===== config.mk =====
export PLATFORM = sky130hd
export DESIGN_NAME = sur_regmap
export DESIGN_NICKNAME = d
export VERILOG_FILES = /design/src/sur_pkg.sv /design/src/sur_regmap.sv
export SDC_FILE = /design/constraint.sdc
export NUM_CORES = 1
export LEC_CHECK = 0
export BUFFER_PORTS_ARGS = -buffer_cell sky130_fd_sc_hd__buf_2
export CAP_MARGIN = 30
export CORE_MARGIN = 4
export CORE_UTILIZATION = 49
export DETAILED_ROUTE_END_ITERATION = 7
export PLACE_DENSITY = 0.77
export SYNTH_ARGS = -nofsm -noshare
export SYNTH_HDL_FRONTEND = slang
export SYNTH_SLANG_ARGS = --single-unit

===== constraint.sdc =====
create_clock -name clock -period 4.8 [get_ports clock]
set_input_delay 0.72 -clock clock [delete_from_list [all_inputs] [get_ports clock]]
set_output_delay 0.72 -clock clock [all_outputs]
set_load 0.005 [all_outputs]

===== src/sur_pkg.sv =====
// Package of offsets, fields, codes and reset values for the register map
`default_nettype none
package sur_pkg;
  // Slot addresses inside an upstream read block
  localparam logic [3:0] SLOT_0     = 4'h0;
  localparam logic [3:0] SLOT_4     = 4'h4;
  localparam logic [3:0] SLOT_8     = 4'h8;
  localparam logic [3:0] SLOT_C     = 4'hc;
  localparam logic [3:0] SLOT_1     = 4'h1;
  localparam logic [3:0] SLOT_5     = 4'h5;
  localparam logic [3:0] SLOT_9     = 4'h9;
  localparam logic [3:0] SLOT_D     = 4'hd;
  localparam logic [3:0] SLOT_2     = 4'h2;
  localparam logic [3:0] SLOT_6     = 4'h6;
  localparam logic [3:0] SLOT_A     = 4'ha;
  localparam logic [3:0] SLOT_E     = 4'he;
  localparam logic [3:0] SLOT_3     = 4'h3;
  localparam logic [3:0] SLOT_7     = 4'h7;
  localparam logic [3:0] SLOT_B     = 4'hb;
  localparam logic [3:0] SLOT_F     = 4'hf;
  // Downstream command codes
  localparam logic [7:0] CMD_WR_BASE  = 8'h00;
  localparam logic [7:0] CMD_RD_BASE  = 8'h10;
  localparam logic [7:0] CMD_RD_ONE   = 8'h20;
  localparam logic [7:0] CMD_LOCK     = 8'h30;
  localparam logic [7:0] CMD_UNLOCK   = 8'h31;
  // Reset values of the configuration words
  localparam logic [7:0] CFG1_RST   = 8'h08;
  localparam logic [7:0] CFG2_RST   = 8'h08;
  localparam logic [7:0] CFG3_RST   = 8'h08;
  localparam logic [7:0] CFG4_RST   = 8'h02;
  localparam logic [7:0] CFG5_RST   = 8'hd8;
  localparam logic [7:0] CFG6_RST   = 8'h22;
  localparam logic [7:0] CFG7_RST   = 8'h00;
  // Field positions
  localparam int THR_MSB   = 7;
  localparam int THR_LSB   = 5;
  localparam int FLT_MSB   = 4;
  localparam int FLT_LSB   = 2;
  localparam int MODE_BIT  = 1;
  localparam int CTRL_BIT  = 0;
  localparam int LOCK_BIT  = 0;
  localparam int CNT_W     = 5;
  // Frame lengths in bits
  localparam int DN_BITS   = 16;
  localparam int UP_BITS   = 64;
endpackage : sur_pkg
`default_nettype wire


===== src/sur_regmap.sv =====
// Upstream register map of the serial link with configuration words
`default_nettype none
// Operation
// - Eight read blocks, four 16-bit slots each
// - Config words 1-4 in block one
// - Block two: config 5-7, slot C zero
// - Diag words 1-4 in block three, read-only
// - Diag words 5-8 in block four, read-only
// - Block five: diag 9-11 and identity
// - Block six: query, zero, step high, low
// - Block seven: diag 12 twice, reply, time
// - Block seven slot 8 is watchdog reply
// - Block eight: time, request bytes, fail count
// - Output control words come in data frames
// - Step count split 5+5 bits, bit5 reserved
// - Bits 7:6 carry matching alignment markers
// - Identity: chip id, metal rev, mask rev
// - Config1 [7:5] predriver one threshold
// - Config1 [4:2] predriver one filter time
// - Config1 [1] flywheel interface adaptive mode
// - Config1 [0] relay overtemp keep on
// - Config2 [7:5] predriver two threshold
// - Config2 [4:2] predriver two filter time
// - Config2 [0] ignition lowside off, [1] pump
// - Single read returns 16-bit addressed frame
// - Lock flag blocks all config writes
module sur_regmap #(
  parameter logic [2:0] CHIP_ID   = 3'h7, // Arbitrary value
  parameter logic [2:0] METAL_REV = 3'h7, // Arbitrary value
  parameter logic [1:0] MASK_REV  = 2'h3  // Arbitrary value
) (
  input  wire logic       clock,
  input  wire logic       sys_rst,
  input  wire logic       link_clk,
  input  wire logic       link_en,
  input  wire logic       link_sdi,
  output logic            link_sdo,
  input  wire logic [7:0] diag_word [1:12],
  input  wire logic [7:0] watchdog_query,
  input  wire logic [7:0] watchdog_reply,
  input  wire logic [7:0] watchdog_reply_time,
  input  wire logic [7:0] watchdog_request_low,
  input  wire logic [7:0] watchdog_request_high,
  input  wire logic [7:0] watchdog_fail_counter,
  input  wire logic [9:0] step_total,
  input  wire logic       charge_pump_off,
  output logic [2:0]      pd1_short_thresh_sel,
  output logic [2:0]      pd1_short_filter_sel,
  output logic [2:0]      pd2_short_thresh_sel,
  output logic [2:0]      pd2_short_filter_sel,
  output logic            flywheel_full_adaptive,
  output logic            relay_overtemp_keep_on,
  output logic            ignition_lowside_force_off,
  output logic [7:0]      config_word_3,
  output logic [7:0]      config_word_4,
  output logic [7:0]      config_word_5,
  output logic [7:0]      config_word_6,
  output logic [7:0]      config_word_7
);
  import sur_pkg::*;

  logic [2:0]  clk_s_q;
  logic [2:0]  en_s_q;
  logic [2:0]  dat_s_q;
  logic        clk_f_q;
  logic        en_f_q;
  logic        clk_rise;
  logic        en_fall;
  logic [15:0] dn_q;
  logic [4:0]  bit_cnt_q;
  logic [63:0] up_q;
  logic [7:0]  cfg_q [1:7];
  logic [1:0]  mark_q;
  logic        exec;
  logic [7:0]  cmd;
  logic [7:0]  arg;

  // Three-stage sampling of the link pins
  always_ff @(posedge clock or posedge sys_rst)
  begin
    if (sys_rst)
    begin
      clk_s_q <= 3'h0;
      en_s_q  <= 3'h0;
      dat_s_q <= 3'h0;
    end
    else
    begin
      clk_s_q <= {clk_s_q[1:0], link_clk};
      en_s_q  <= {en_s_q[1:0], link_en};
      dat_s_q <= {dat_s_q[1:0], link_sdi};
    end
  end

  // Levels change only when stages two and three agree
  always_ff @(posedge clock or posedge sys_rst)
  begin
    if (sys_rst)
    begin
      clk_f_q <= 1'b0;
      en_f_q  <= 1'b0;
    end
    else
    begin
      if (clk_s_q[1] == clk_s_q[2])
        clk_f_q <= clk_s_q[2];
      if (en_s_q[1] == en_s_q[2])
        en_f_q <= en_s_q[2];
    end
  end

  assign clk_rise = (clk_s_q[1] == clk_s_q[2]) && clk_s_q[2] && !clk_f_q
                    && en_f_q;
  assign en_fall  = (en_s_q[1] == en_s_q[2]) && !en_s_q[2] && en_f_q;

  // Downstream shift and bit count
  always_ff @(posedge clock or posedge sys_rst)
  begin
    if (sys_rst)
    begin
      dn_q      <= 16'h0000;
      bit_cnt_q <= 5'h00;
    end
    else if (!en_f_q)
      bit_cnt_q <= 5'h00;
    else if (clk_rise)
    begin
      dn_q <= {dn_q[14:0], dat_s_q[2]};
      if (bit_cnt_q != 5'(DN_BITS))
        bit_cnt_q <= bit_cnt_q + 5'h01;
    end
  end

  assign exec = en_fall && (bit_cnt_q == 5'(DN_BITS));
  // Control words of data frames are not decoded here
  assign cmd  = dn_q[15:8];
  assign arg  = dn_q[7:0];

  // Address of slot k inside block b
  function automatic logic [3:0] slot_addr(input logic [2:0] blk,
                                           input logic [1:0] k);
    logic [1:0] low;
    low = 2'h0;
    unique case (blk)
      3'd2:    low = 2'h1;
      3'd3:    low = 2'h2;
      3'd4:    low = 2'h3;
      3'd7:    low = 2'h1;
      default: low = 2'h0;
    endcase
    return {k, low};
  endfunction : slot_addr

  // Content of one slot; block is zero based
  function automatic logic [7:0] slot_data(input logic [2:0] blk,
                                           input logic [3:0] adr,
                                           input logic [7:0] cfg [1:7],
                                           input logic [7:0] dia [1:12],
                                           input logic [7:0] sh,
                                           input logic [7:0] sl,
                                           input logic [7:0] wq,
                                           input logic [7:0] wr,
                                           input logic [7:0] wt,
                                           input logic [7:0] wl,
                                           input logic [7:0] wh,
                                           input logic [7:0] wf,
                                           input logic [7:0] idw);
    logic [7:0] d;
    d = 8'h00;
    unique case ({blk, adr})
      {3'd0, SLOT_0}: d = cfg[1];
      {3'd0, SLOT_4}: d = cfg[2];
      {3'd0, SLOT_8}: d = cfg[3];
      {3'd0, SLOT_C}: d = cfg[4];
      {3'd1, SLOT_0}: d = cfg[5];
      {3'd1, SLOT_4}: d = cfg[6];
      {3'd1, SLOT_8}: d = cfg[7];
      {3'd2, SLOT_1}: d = dia[1];
      {3'd2, SLOT_5}: d = dia[2];
      {3'd2, SLOT_9}: d = dia[3];
      {3'd2, SLOT_D}: d = dia[4];
      {3'd3, SLOT_2}: d = dia[5];
      {3'd3, SLOT_6}: d = dia[6];
      {3'd3, SLOT_A}: d = dia[7];
      {3'd3, SLOT_E}: d = dia[8];
      {3'd4, SLOT_3}: d = dia[9];
      {3'd4, SLOT_7}: d = dia[10];
      {3'd4, SLOT_B}: d = dia[11];
      {3'd4, SLOT_F}: d = idw;
      {3'd5, SLOT_0}: d = wq;
      {3'd5, SLOT_8}: d = sh;
      {3'd5, SLOT_C}: d = sl;
      {3'd6, SLOT_0}: d = dia[12];
      {3'd6, SLOT_4}: d = dia[12];
      {3'd6, SLOT_8}: d = wr;
      {3'd6, SLOT_C}: d = wt;
      {3'd7, SLOT_1}: d = wt;
      {3'd7, SLOT_5}: d = wl;
      {3'd7, SLOT_9}: d = wh;
      {3'd7, SLOT_D}: d = wf;
      default:        d = 8'h00;
    endcase
    return d;
  endfunction : slot_data

  // Step count halves share one sample and one marker value
  logic [7:0] step_hi;
  logic [7:0] step_lo;
  logic [7:0] ident;
  logic [7:0] cfg_rd [1:7];
  assign step_hi = {mark_q, 1'b0, step_total[9:5]};
  assign step_lo = {mark_q, 1'b0, step_total[4:0]};
  assign ident   = {CHIP_ID, METAL_REV, MASK_REV};

  // Read view of the configuration words
  always_comb
  begin
    for (int i = 1; i <= 7; i++)
      cfg_rd[i] = cfg_q[i];
    cfg_rd[2][MODE_BIT] = charge_pump_off;
  end

  // Upstream frames: address, data, four zero bits
  logic [63:0] blk_frames;
  logic [15:0] one_frame;
  logic [2:0]  rd_blk;
  assign rd_blk = (cmd == CMD_RD_ONE) ? arg[6:4] : 3'(cmd[2:0] - 3'd1);

  always_comb
  begin
    logic [3:0] a;
    a = 4'h0;
    for (int k = 0; k < 4; k++)
    begin
      a = slot_addr(rd_blk, 2'(k));
      blk_frames[63 - 16 * k -: 16] =
        {a, slot_data(rd_blk, a, cfg_rd, diag_word, step_hi, step_lo,
                      watchdog_query, watchdog_reply, watchdog_reply_time,
                      watchdog_request_low, watchdog_request_high,
                      watchdog_fail_counter, ident), 4'h0};
    end
    one_frame = {arg[3:0],
                 slot_data(rd_blk, arg[3:0], cfg_rd, diag_word, step_hi,
                           step_lo, watchdog_query, watchdog_reply,
                           watchdog_reply_time, watchdog_request_low,
                           watchdog_request_high, watchdog_fail_counter,
                           ident), 4'h0};
  end

  logic is_rd_blk;
  assign is_rd_blk = (cmd[7:4] == CMD_RD_BASE[7:4]) && (cmd[3:0] >= 4'h1)
                     && (cmd[3:0] <= 4'h8);

  // Upstream shifter, one bit per link clock rise in a frame
  always_ff @(posedge clock or posedge sys_rst)
  begin
    if (sys_rst)
      up_q <= 64'h0000_0000_0000_0000;
    else if (exec && is_rd_blk)
      up_q <= blk_frames;
    else if (exec && cmd == CMD_RD_ONE)
      up_q <= {one_frame, 48'h0000_0000_0000};
    else if (clk_rise)
      up_q <= {up_q[62:0], 1'b0};
  end

  assign link_sdo = up_q[63];

  // Marker advances after each sample of the step count
  always_ff @(posedge clock or posedge sys_rst)
  begin
    if (sys_rst)
      mark_q <= 2'h0;
    else if (exec && ((is_rd_blk && rd_blk == 3'd5)
                      || (cmd == CMD_RD_ONE && rd_blk == 3'd5)))
      mark_q <= mark_q + 2'h1;
  end

  // Configuration writes, lock and unlock
  always_ff @(posedge clock or posedge sys_rst)
  begin
    if (sys_rst)
    begin
      cfg_q[1] <= CFG1_RST;
      cfg_q[2] <= CFG2_RST;
      cfg_q[3] <= CFG3_RST;
      cfg_q[4] <= CFG4_RST;
      cfg_q[5] <= CFG5_RST;
      cfg_q[6] <= CFG6_RST;
      cfg_q[7] <= CFG7_RST;
    end
    else if (exec)
    begin
      if (cmd == CMD_LOCK)
        cfg_q[4][LOCK_BIT] <= 1'b1;
      else if (cmd == CMD_UNLOCK)
        cfg_q[4][LOCK_BIT] <= 1'b0;
      else if (cmd[7:3] == CMD_WR_BASE[7:3] && cmd[2:0] != 3'd0
               && !cfg_q[4][LOCK_BIT])
      begin
        for (int i = 1; i <= 7; i++)
          if (cmd[2:0] == 3'(i))
            cfg_q[i] <= arg;
        if (cmd[2:0] == 3'd2)
          cfg_q[2][MODE_BIT] <= 1'b0;
        if (cmd[2:0] == 3'd4)
          cfg_q[4][LOCK_BIT] <= cfg_q[4][LOCK_BIT];
      end
    end
  end

  // Fields driving the power stages
  assign pd1_short_thresh_sel   = cfg_q[1][THR_MSB:THR_LSB];
  assign pd1_short_filter_sel   = cfg_q[1][FLT_MSB:FLT_LSB];
  assign flywheel_full_adaptive = cfg_q[1][MODE_BIT];
  assign relay_overtemp_keep_on = cfg_q[1][CTRL_BIT];
  assign pd2_short_thresh_sel   = cfg_q[2][THR_MSB:THR_LSB];
  assign pd2_short_filter_sel   = cfg_q[2][FLT_MSB:FLT_LSB];
  assign ignition_lowside_force_off = cfg_q[2][CTRL_BIT];
  assign config_word_3 = cfg_q[3];
  assign config_word_4 = cfg_q[4];
  assign config_word_5 = cfg_q[5];
  assign config_word_6 = cfg_q[6];
  assign config_word_7 = cfg_q[7];
endmodule : sur_regmap
`default_nettype wire


==> results.md, run 1 <==
- The flow ran to the end, but the final reports show violations.
- The checks that failed: design-rule violations.
- The setup slack after layout is 0.633 ns.
- The final wirelength is 47,300 um.
- On the worst path, the slowest cell contributes a delay of 0.77 ns.
- The number of routed nets with antenna violations is 0.
- The cell area after technology mapping is 0.00973 mm2.
- Net switching is 35.6% of the power.
- The critical path's top delay family is simple AND/OR/NAND/NOR gates.
- The accumulated negative setup slack is 0 ns.
- The later pin in the worst-skew pair is clocked with a latency of 0.44 ns.
- The final critical path time including I/O delays and setup is 4.17 ns.
- After clock tree synthesis, the repair step resized 0 gates.
- The flop and latch count out of synthesis is 149.
- The count of buffering cells on the critical path with inverters included is 2.
- The estimated wirelength of the detail-placed design is 34,300 um.
- In the layout the commonest cells are sky130_fd_sc_hd__buf_2 (215), sky130_fd_sc_hd__dfrtp_1 (139), sky130_fd_sc_hd__nand2_1 (108), sky130_fd_sc_hd__a22oi_1 (81), sky130_fd_sc_hd__o21ai_0 (68).
- The floorplan die width is 149 um.
- The min-delay analysis places its worst path in the category flop to flop.
- The post-synthesis net count is 1,225.
- The worst setup path is captured at a flop.
- The library cell with the largest summed area after synthesis is sky130_fd_sc_hd__dfrtp_1.
- The top-level port count is 216.
- Setup repair after global routing left no endpoint under its margin.
- The number of H-tree branching levels is 4.
- Setup violations remaining at the end of the flow were counted as 0.
- The floorplan step defined a die boundary enclosing 0.0222 mm2.
- A synthesized cell averages 9.23 um2.
- The kind of start point of the critical path is a flop.
- Leaving out fill and tap cells, the most frequent cell in the layout is sky130_fd_sc_hd__buf_2.
- The TritonCTS clock tree is yes.
- The final hold slack is 0.351 ns.
- The post-placement cell area is 0.0111 mm2.
- Buffers placed on the I/O ports in this run total 215.
- After clock tree synthesis, the clock-pin slew on the worst setup and hold paths is 0.07 ns.
- In the synthesized netlist the dominant register cell turns out to be sky130_fd_sc_hd__dfrtp_1.
- The power density over the cells is 350 mW/mm2.
- The number of max-cap violations is 0.
- The final hold violation count came to 0.
- The portion of total power attributed to sequential cells is 39.9%.
- The share of the clock period used by the worst path is 86.8%.
- At the pin with the least slew margin, the transition time is 1.09 ns.
- The critical path goes through inv_1, ha_1, ha_1, inv_1, a2111oi_2, or2_2, and2_1, a221oi_1, nand4b_1, o31a_1, o22a_1.
- The worst reg-to-reg path cell count is 11.
- The worst slew margin relative to its limit is 27.3%.
- The global-route wire length before repair is 68,600 um.
- The share of total power in the clock network is 34.4%.
- Entering global routing, the biggest net connects 93 pins.
- The number of instances in the synthesized netlist is 1,055.
- On the final layout, the worst clock skew is 0.0241 ns.
- The top fanout value on the critical path is 32.
- In this run, the number of DRC markers left after iteration 0 of detailed routing was 1,914.
- The number of buffers added to fix hold violations after cts is 0.
- The max-slew violation total from the final report is 0.
- Across every metal layer, demand over resource in global routing totals 41.6%.
- Measured along the y axis, the die boundary spans 149 um.
- For this run, design rule violations remaining after detail routing come to 1.
- The via-per-instance ratio is 7.21.
- For this run, the number of Yosys warnings is 0.
- For the worst setup path, the data required time is 5.16 ns.
- Sequential cells were found to cover 38.4% of the synthesized design area.
- The initialized floorplan defines 51 standard-cell rows.
- Of all flip-flops after synthesis, the portion carrying an async set or reset was 100%.
- The fraction of final layout cells sized beyond drive strength 1 is 30.8%.
- Timing would allow up to 240 MHz.
- The path type of the worst setup path is flop to flop.
- For this run, the post-layout net count is 1,406.
- The number of vias in the routed layout is 10.9k.
- The switching power of the nets is 1460 uW.
- The number of clock buffers inserted by TritonCTS is 17.
- At the placement stage, the worst setup path has a slack of 0.868 ns.
- The number of synthesized flops with an enable pin is 0.
- For this design, the slowest cell found on the critical path is sky130_fd_sc_hd__or2_2.
- The power consumption is 4090 uW.
- The cell leakage power is 0.00521 uW.
- The synthesized design devotes to its leading area cell type 35.7% of total area.
- Data arrives at the worst endpoint at 4.53 ns.
- The per-cell routed wire length is 31.3 um.
- CTS saw 149 sinks.
- After synthesis, the cell types taking the most area are sky130_fd_sc_hd__dfrtp_1 (36%), sky130_fd_sc_hd__mux2_2 (7.5%), sky130_fd_sc_hd__a22oi_1 (6.2%).
- The initial antenna violation count is 0.
- The root buffer cell chosen for the clock tree is sky130_fd_sc_hd__clkbuf_16.
- The effective utilization at floorplan is 49.8%.
- The core region is 0.0195 mm2.
- The cell area after layout is 0.0117 mm2.
- The maximum VDD drop is 0.000273 V.
- The remaining global-route overflow is 0.
- Internal power comes to 2630 uW.
- Once the clock tree was built, the setup fixing pass inserted 0 buffers.
- The pre-antenna-repair detailed-routing pass consisted of 8 iterations.
- Yosys mapped the design onto 85 distinct sky130hd cell types.
- The repair_antennas step left the layout with diodes totalling 0.
- The weighted congestion at the end of routability-driven global placement is 1.05.
- The number of buffers between clock root and the deepest sink is 2.
- The path length in cells of the critical path is 11.
- The number of global-route vias before repair was 10.4k.
- Compared with the post-synthesis result, the final layout area differs by 19.9%.
- The share of total power dissipated in combinational logic is 25.8%.
- The count of cells along the worst hold path is 0.
[worst register-to-register path, delay by kind of cell, from the launching register on]
family,cells,cell delay (ns)
and+or+nand+nor,3,1.43
adders and majority gates,2,0.83
DFF,1,0.54
AOI/OAI and AO/OA,4,0.87
buffers and inverters,2,0.45
[logic make-up (layout without fill, tap and decap cells)]
group	count (synthesis)	in the layout	share of synthesized area [%]
AOI/OAI and AO/OA	396	396	30.0
muxes	79	79	8.96
buffers and inverters	101	295	4.43
DFF	149	149	38.4
and+or+nand+nor	315	315	16.4
xor gates and xnor gates	5	5	0.450
adders and majority gates	10	10	1.29
[worst paths after layout]
check	slack [ns]	endpoint	start
worst max-delay path	0.63	up_q[59]	dn_q[8]
worst min-delay path	0.35	clk_s_q[1]	clk_s_q[0]
worst max register to register	0.63	up_q[59]	dn_q[8]
worst min register to register	0.35	clk_s_q[1]	clk_s_q[0]
max in group asynchronous	3.40	config_word_5[3]	sys_rst
min in group asynchronous	0.45	dn_q[13]	sys_rst
[routing by layer]
metal | wire length, um | GRT usage [%]
met4 | 2770 | 19.5
met5 | 0 | 0
met2 | 20000 | 60.2
met1 | 17900 | 57.1
met3 | 6610 | 12.7
[synth_stat cells (all sizes together), types with 3 or more instances]
library cell and number:
o22a 6, nand2b 8, o211ai 10, a21boi 5, or4 3, nor2 55
and3 17, ha 10, a32oi 15, nor2b 8, xnor2 4, dfstp 10
mux2i 14, o31ai 7, buf 31, and4 4, or2 3, mux2 65
o311ai 4, clkbuf 58, a41o 3, a222oi 21, o21ai 70, nor4b 5
a22oi 81, a32o 9, nand4b 4, or3 3, nor3 12, a221o 8
and2 13, nand3 44, a211oi 4, a21oi 67, a31o 3, nand4 18
dfrtp 139, o22ai 6, nand2 110, a31oi 6, a22o 25, inv 12
o21a 7, o2111ai 6, a221oi 14
[layout make-up]
| class | count | area [um2] |
|---|---|---|
| fillers | 1745 | 7850 |
| multi-input cells | 805 | 5600 |
| flip-flops and latches | 149 | 3740 |
| repair buffers | 251 | 1350 |
| clock buffers | 21 | 460 |
| well taps | 265 | 332 |
| clock inverters | 11 | 141 |
| inverters | 12 | 50.0 |
[registers in the layout, summed over array words and instances, names as in the netlist, 5 cells and up]
register and count:
dn_q 16, config_word_3 8, config_word_6 8, config_word_7 8
config_word_4 8, config_word_5 8, up_q 60, bit_cnt_q 5
[power by group through the flow]
stage | registers, uW | logic [uW] | clock network (uW)
final | 1630 | 1050 | 1400
after global routing | 1650 | 1100 | 1470
after CTS | 1620 | 1000 | 1410
after detailed placement | 1640 | 998 | 0
after global placement | 1640 | 995 | 0
after floorplan | 1550 | 616 | 0
[per-stage QoR]
step                util [%]  instances
floorplan                  -       1055
global placement        56.6       1480
detailed placement      56.7       1481
CTS                     59.7       1513
global route            59.8       1514
finish                  59.8       1514
Note: power is estimated with default switching activity, not from simulation.
==> inputs of run 2 (changes only) <==
--- a/config.mk
+++ b/config.mk
@@ -10,7 +10,8 @@
 export CORE_MARGIN = 4
 export CORE_UTILIZATION = 49
 export DETAILED_ROUTE_END_ITERATION = 7
-export PLACE_DENSITY = 0.77
+export PLACE_DENSITY_LB_ADDON = 0.2
+export REMOVE_ABC_BUFFERS = 1
 export SYNTH_ARGS = -nofsm -noshare
 export SYNTH_HDL_FRONTEND = slang
 export SYNTH_SLANG_ARGS = --single-unit
==> results.md, run 2 (synthesized netlist as in run 1, its figures left out) <==
- The run finished, with violations left.
- The checks that failed: design-rule violations.
- The kind of start point of the critical path is a flop.
- The die boundary height is 149 um (unchanged).
- The number of H-tree branching levels is 4 (unchanged).
- The path class of the tightest hold or removal check is flop to flop.
- The clock tree skew after final layout came to 0.0152 ns (-0.00893 ns).
- The cell leakage power is 0.00522 uW (+0.15%).
- The number of design rule violations left after detail routing is 61 (+60).
- The top fanout value on the critical path is 31 (-3.1%).
- The fraction of final layout cells sized beyond drive strength 1 was 30.9% (+0.049 points).
- The slack of the worst reg-to-reg path is 0.73 ns (+0.10 ns).
- The first-pass iteration count of the detailed router is 8 (unchanged).
- The iteration-0 DRC count of the detailed router was 2,186 (+14%).
- The estimated wirelength of the detail-placed design is 33,400 um (-2.5%).
- The weighted congestion at the end of routability-driven global placement is 1.06 (+1.1%).
- The number of vias in the routed layout is 10.7k (-2.1%).
- The overall global routing resource usage was 40.7% (-0.89 points).
- The number of placed instances with taps included is 1,480 (-0.068%).
- The most common cell after layout, fill and taps aside is sky130_fd_sc_hd__buf_2.
- The count of cells along the worst hold path is 0 (unchanged).
- The per-cell routed wire length is 30.4 um (-2.7%).
- The worst reg-to-reg path cell count was 10 (-1).
- Setup repair after global routing left no endpoint under its margin.
- The delay of the slowest critical-path stage came to 0.82 ns (+0.05 ns).
- The number of flip-flops in the largest register is 60 (unchanged).
- The largest registers in the layout are up_q (60), dn_q (16).
- The worst slew margin relative to its limit came to 24.5% (-2.8 points).
- The net total in the final layout was 1,404 (-0.14%).
- The endpoint identified for the worst register-to-register timing path is up_q[57].
- The remaining global-route overflow is 0 (unchanged).
- The clock latency reported for the late side of the worst-skew pair is 0.44 ns (about the same).
- The final wirelength is 46,000 um (-2.9%).
- The endpoint required time on the critical path is 5.16 ns (about the same).
- The count of buffering cells on the critical path with inverters included is 1 (-1).
- The signal arrival time at the worst endpoint was 4.43 ns (-0.10 ns).
- The number of buffers inserted by port buffering is 215 (unchanged).
- The accumulated negative setup slack came to 0 ns (unchanged).
- The path type of the worst setup path is flop to flop.
- The worst reg2reg path startpoint is dn_q[8].
- The number of setup violations in the final report is 0 (unchanged).
- The number of buffers between clock root and the deepest sink is 2 (unchanged).
- The maximum VDD drop is 0.000313 V (+15%).
- STA classifies the critical path endpoint as a flop.
- The number of clock buffers inserted by TritonCTS was 17 (unchanged).
- The global-route wire length before repair is 67,300 um (-1.9%).
- The synthesis-to-layout area growth is 20.1%.
- The floorplan die width was 149 um (unchanged).
- The number of gates given a new drive strength after cts came to 0 (unchanged).
- The cell at the root of the clock tree is sky130_fd_sc_hd__clkbuf_16.
- The worst-path cell with the longest stage delay is sky130_fd_sc_hd__a31o_2.
- The maximum achievable frequency was 246 MHz (+2.4%).
- The pin count of the biggest net entering global routing is 74 (-20%).
- The worst min-delay path endpoint is en_s_q[1].
- The power density over the cells is 354 mW/mm2 (+1.0%).
- The max-slew violation total from the final report is 0 (unchanged).
- The startpoint identified for the worst hold timing path is en_s_q[0].
- The number of global-route vias before repair is 10.3k (-1.1%).
- The share of the clock period used by the worst path is 84.8% (-2.0 points).
- Walking the worst path, the cells encountered are inv_1, ha_1, nand4bb_1, nor2_4, a31o_2, a2111o_1, nor3_2, a41oi_4, o21ai_0, a21oi_1.
- The number of antenna repair diodes is 0 (unchanged).
- The transition at the pin with the smallest max-transition slack was 1.13 ns (+0.0387 ns).
- The initial antenna violation count is 1 (+1).
- Leaving out fill and tap cells, the most frequent cells in the layout are sky130_fd_sc_hd__buf_2 (215), sky130_fd_sc_hd__dfrtp_1 (139), sky130_fd_sc_hd__nand2_1 (108), sky130_fd_sc_hd__a22oi_1 (81), sky130_fd_sc_hd__o21ai_0 (69).
- Broken down by cell family, the worst path's largest delay share belongs to compound AO/OA/AOI/OAI gates.
- The effective utilization at floorplan is 49.8% (unchanged).
- The final critical path time including I/O delays and setup was 4.07 ns (-0.0980 ns).
- The number of routed nets with antenna violations is 0 (unchanged).
- The row count is 51 (unchanged).
- The via-per-instance ratio came to 7.07 (-2.0%).
- The top-level port count is 216 (unchanged).
- The overall die area is 0.0222 mm2 (unchanged).
- The number of buffers added to fix hold violations after cts came to 0 (unchanged).
- The core area came to 0.0195 mm2 (unchanged).
- The clock slew seen by the registers of the worst setup and hold paths came to 0.07 ns (about the same).
- The number of max-cap violations was 0 (unchanged).
- Ranked by flip-flop count, first place goes to up_q.
- The final non-filler cell total is 1,512 (-0.13%).
- The TritonCTS clock tree is yes.
- The final hold violation count is 0 (unchanged).
- The clock sink count was 149 (unchanged).
- The number of buffers added for setup after CTS is 0 (unchanged).
## run 2: cell count changes in the layout (fill, tap and decap cells not counted), sizes merged
cell | before | now
inv | 18 | 23
clkbuf | 21 | 17
buf | 251 | 249
clkinv | 3 | 1
bufinv | 2 | 3
## run 2: per-stage QoR
stage          util, %  cell area [um2]  worst slack [ns]  hold slack, ns  power (uW)
2_1_floorplan        -             9350            0.0885           0.331        2130
3_3_place_gp      56.6            11100             0.964           0.332        2620
3_5_place_dp      56.6            11100             0.872           0.339        2630
4_1_cts           59.9            11700             0.831           0.354        4100
5_1_grt           59.9            11700             0.562           0.366        4270
6_report          59.9            11700             0.731           0.351        4130
## run 2: cell type report
type,instances,area [um2]
fillers,1802,7840
multi-input cells,805,5600
flip-flops and latches,149,3740
repair buffers,249,1330
clock buffers,17,425
well taps,265,332
clock inverters,15,205
inverters,12,50.0
## run 2: how the worst max path moves through the flow
stage / end / cells after the start / from
2_1_floorplan: bit_cnt_q[0] / 1 / sys_rst
3_3_place_gp: up_q[57] / 10 / dn_q[8]
3_5_place_dp: up_q[57] / 10 / dn_q[8]
4_1_cts: up_q[57] / 10 / dn_q[8]
5_1_grt: up_q[54] / 10 / dn_q[8]
6_report: up_q[57] / 10 / dn_q[8]
## run 2: routing by layer
layer	vias up	track usage [%]	part of all wire, %
met5	-	0	0
met4	0	20.7	6.5
met3	250	13.6	14
met2	895	58.0	42
met1	5083	55.3	38
li1	4461	-	-
## run 2: power by group
| part | switching (uW) | internal, uW |
|---|---|---|
| combinational | 632 | 366 |
| sequential | 207 | 1450 |
| clock | 631 | 846 |
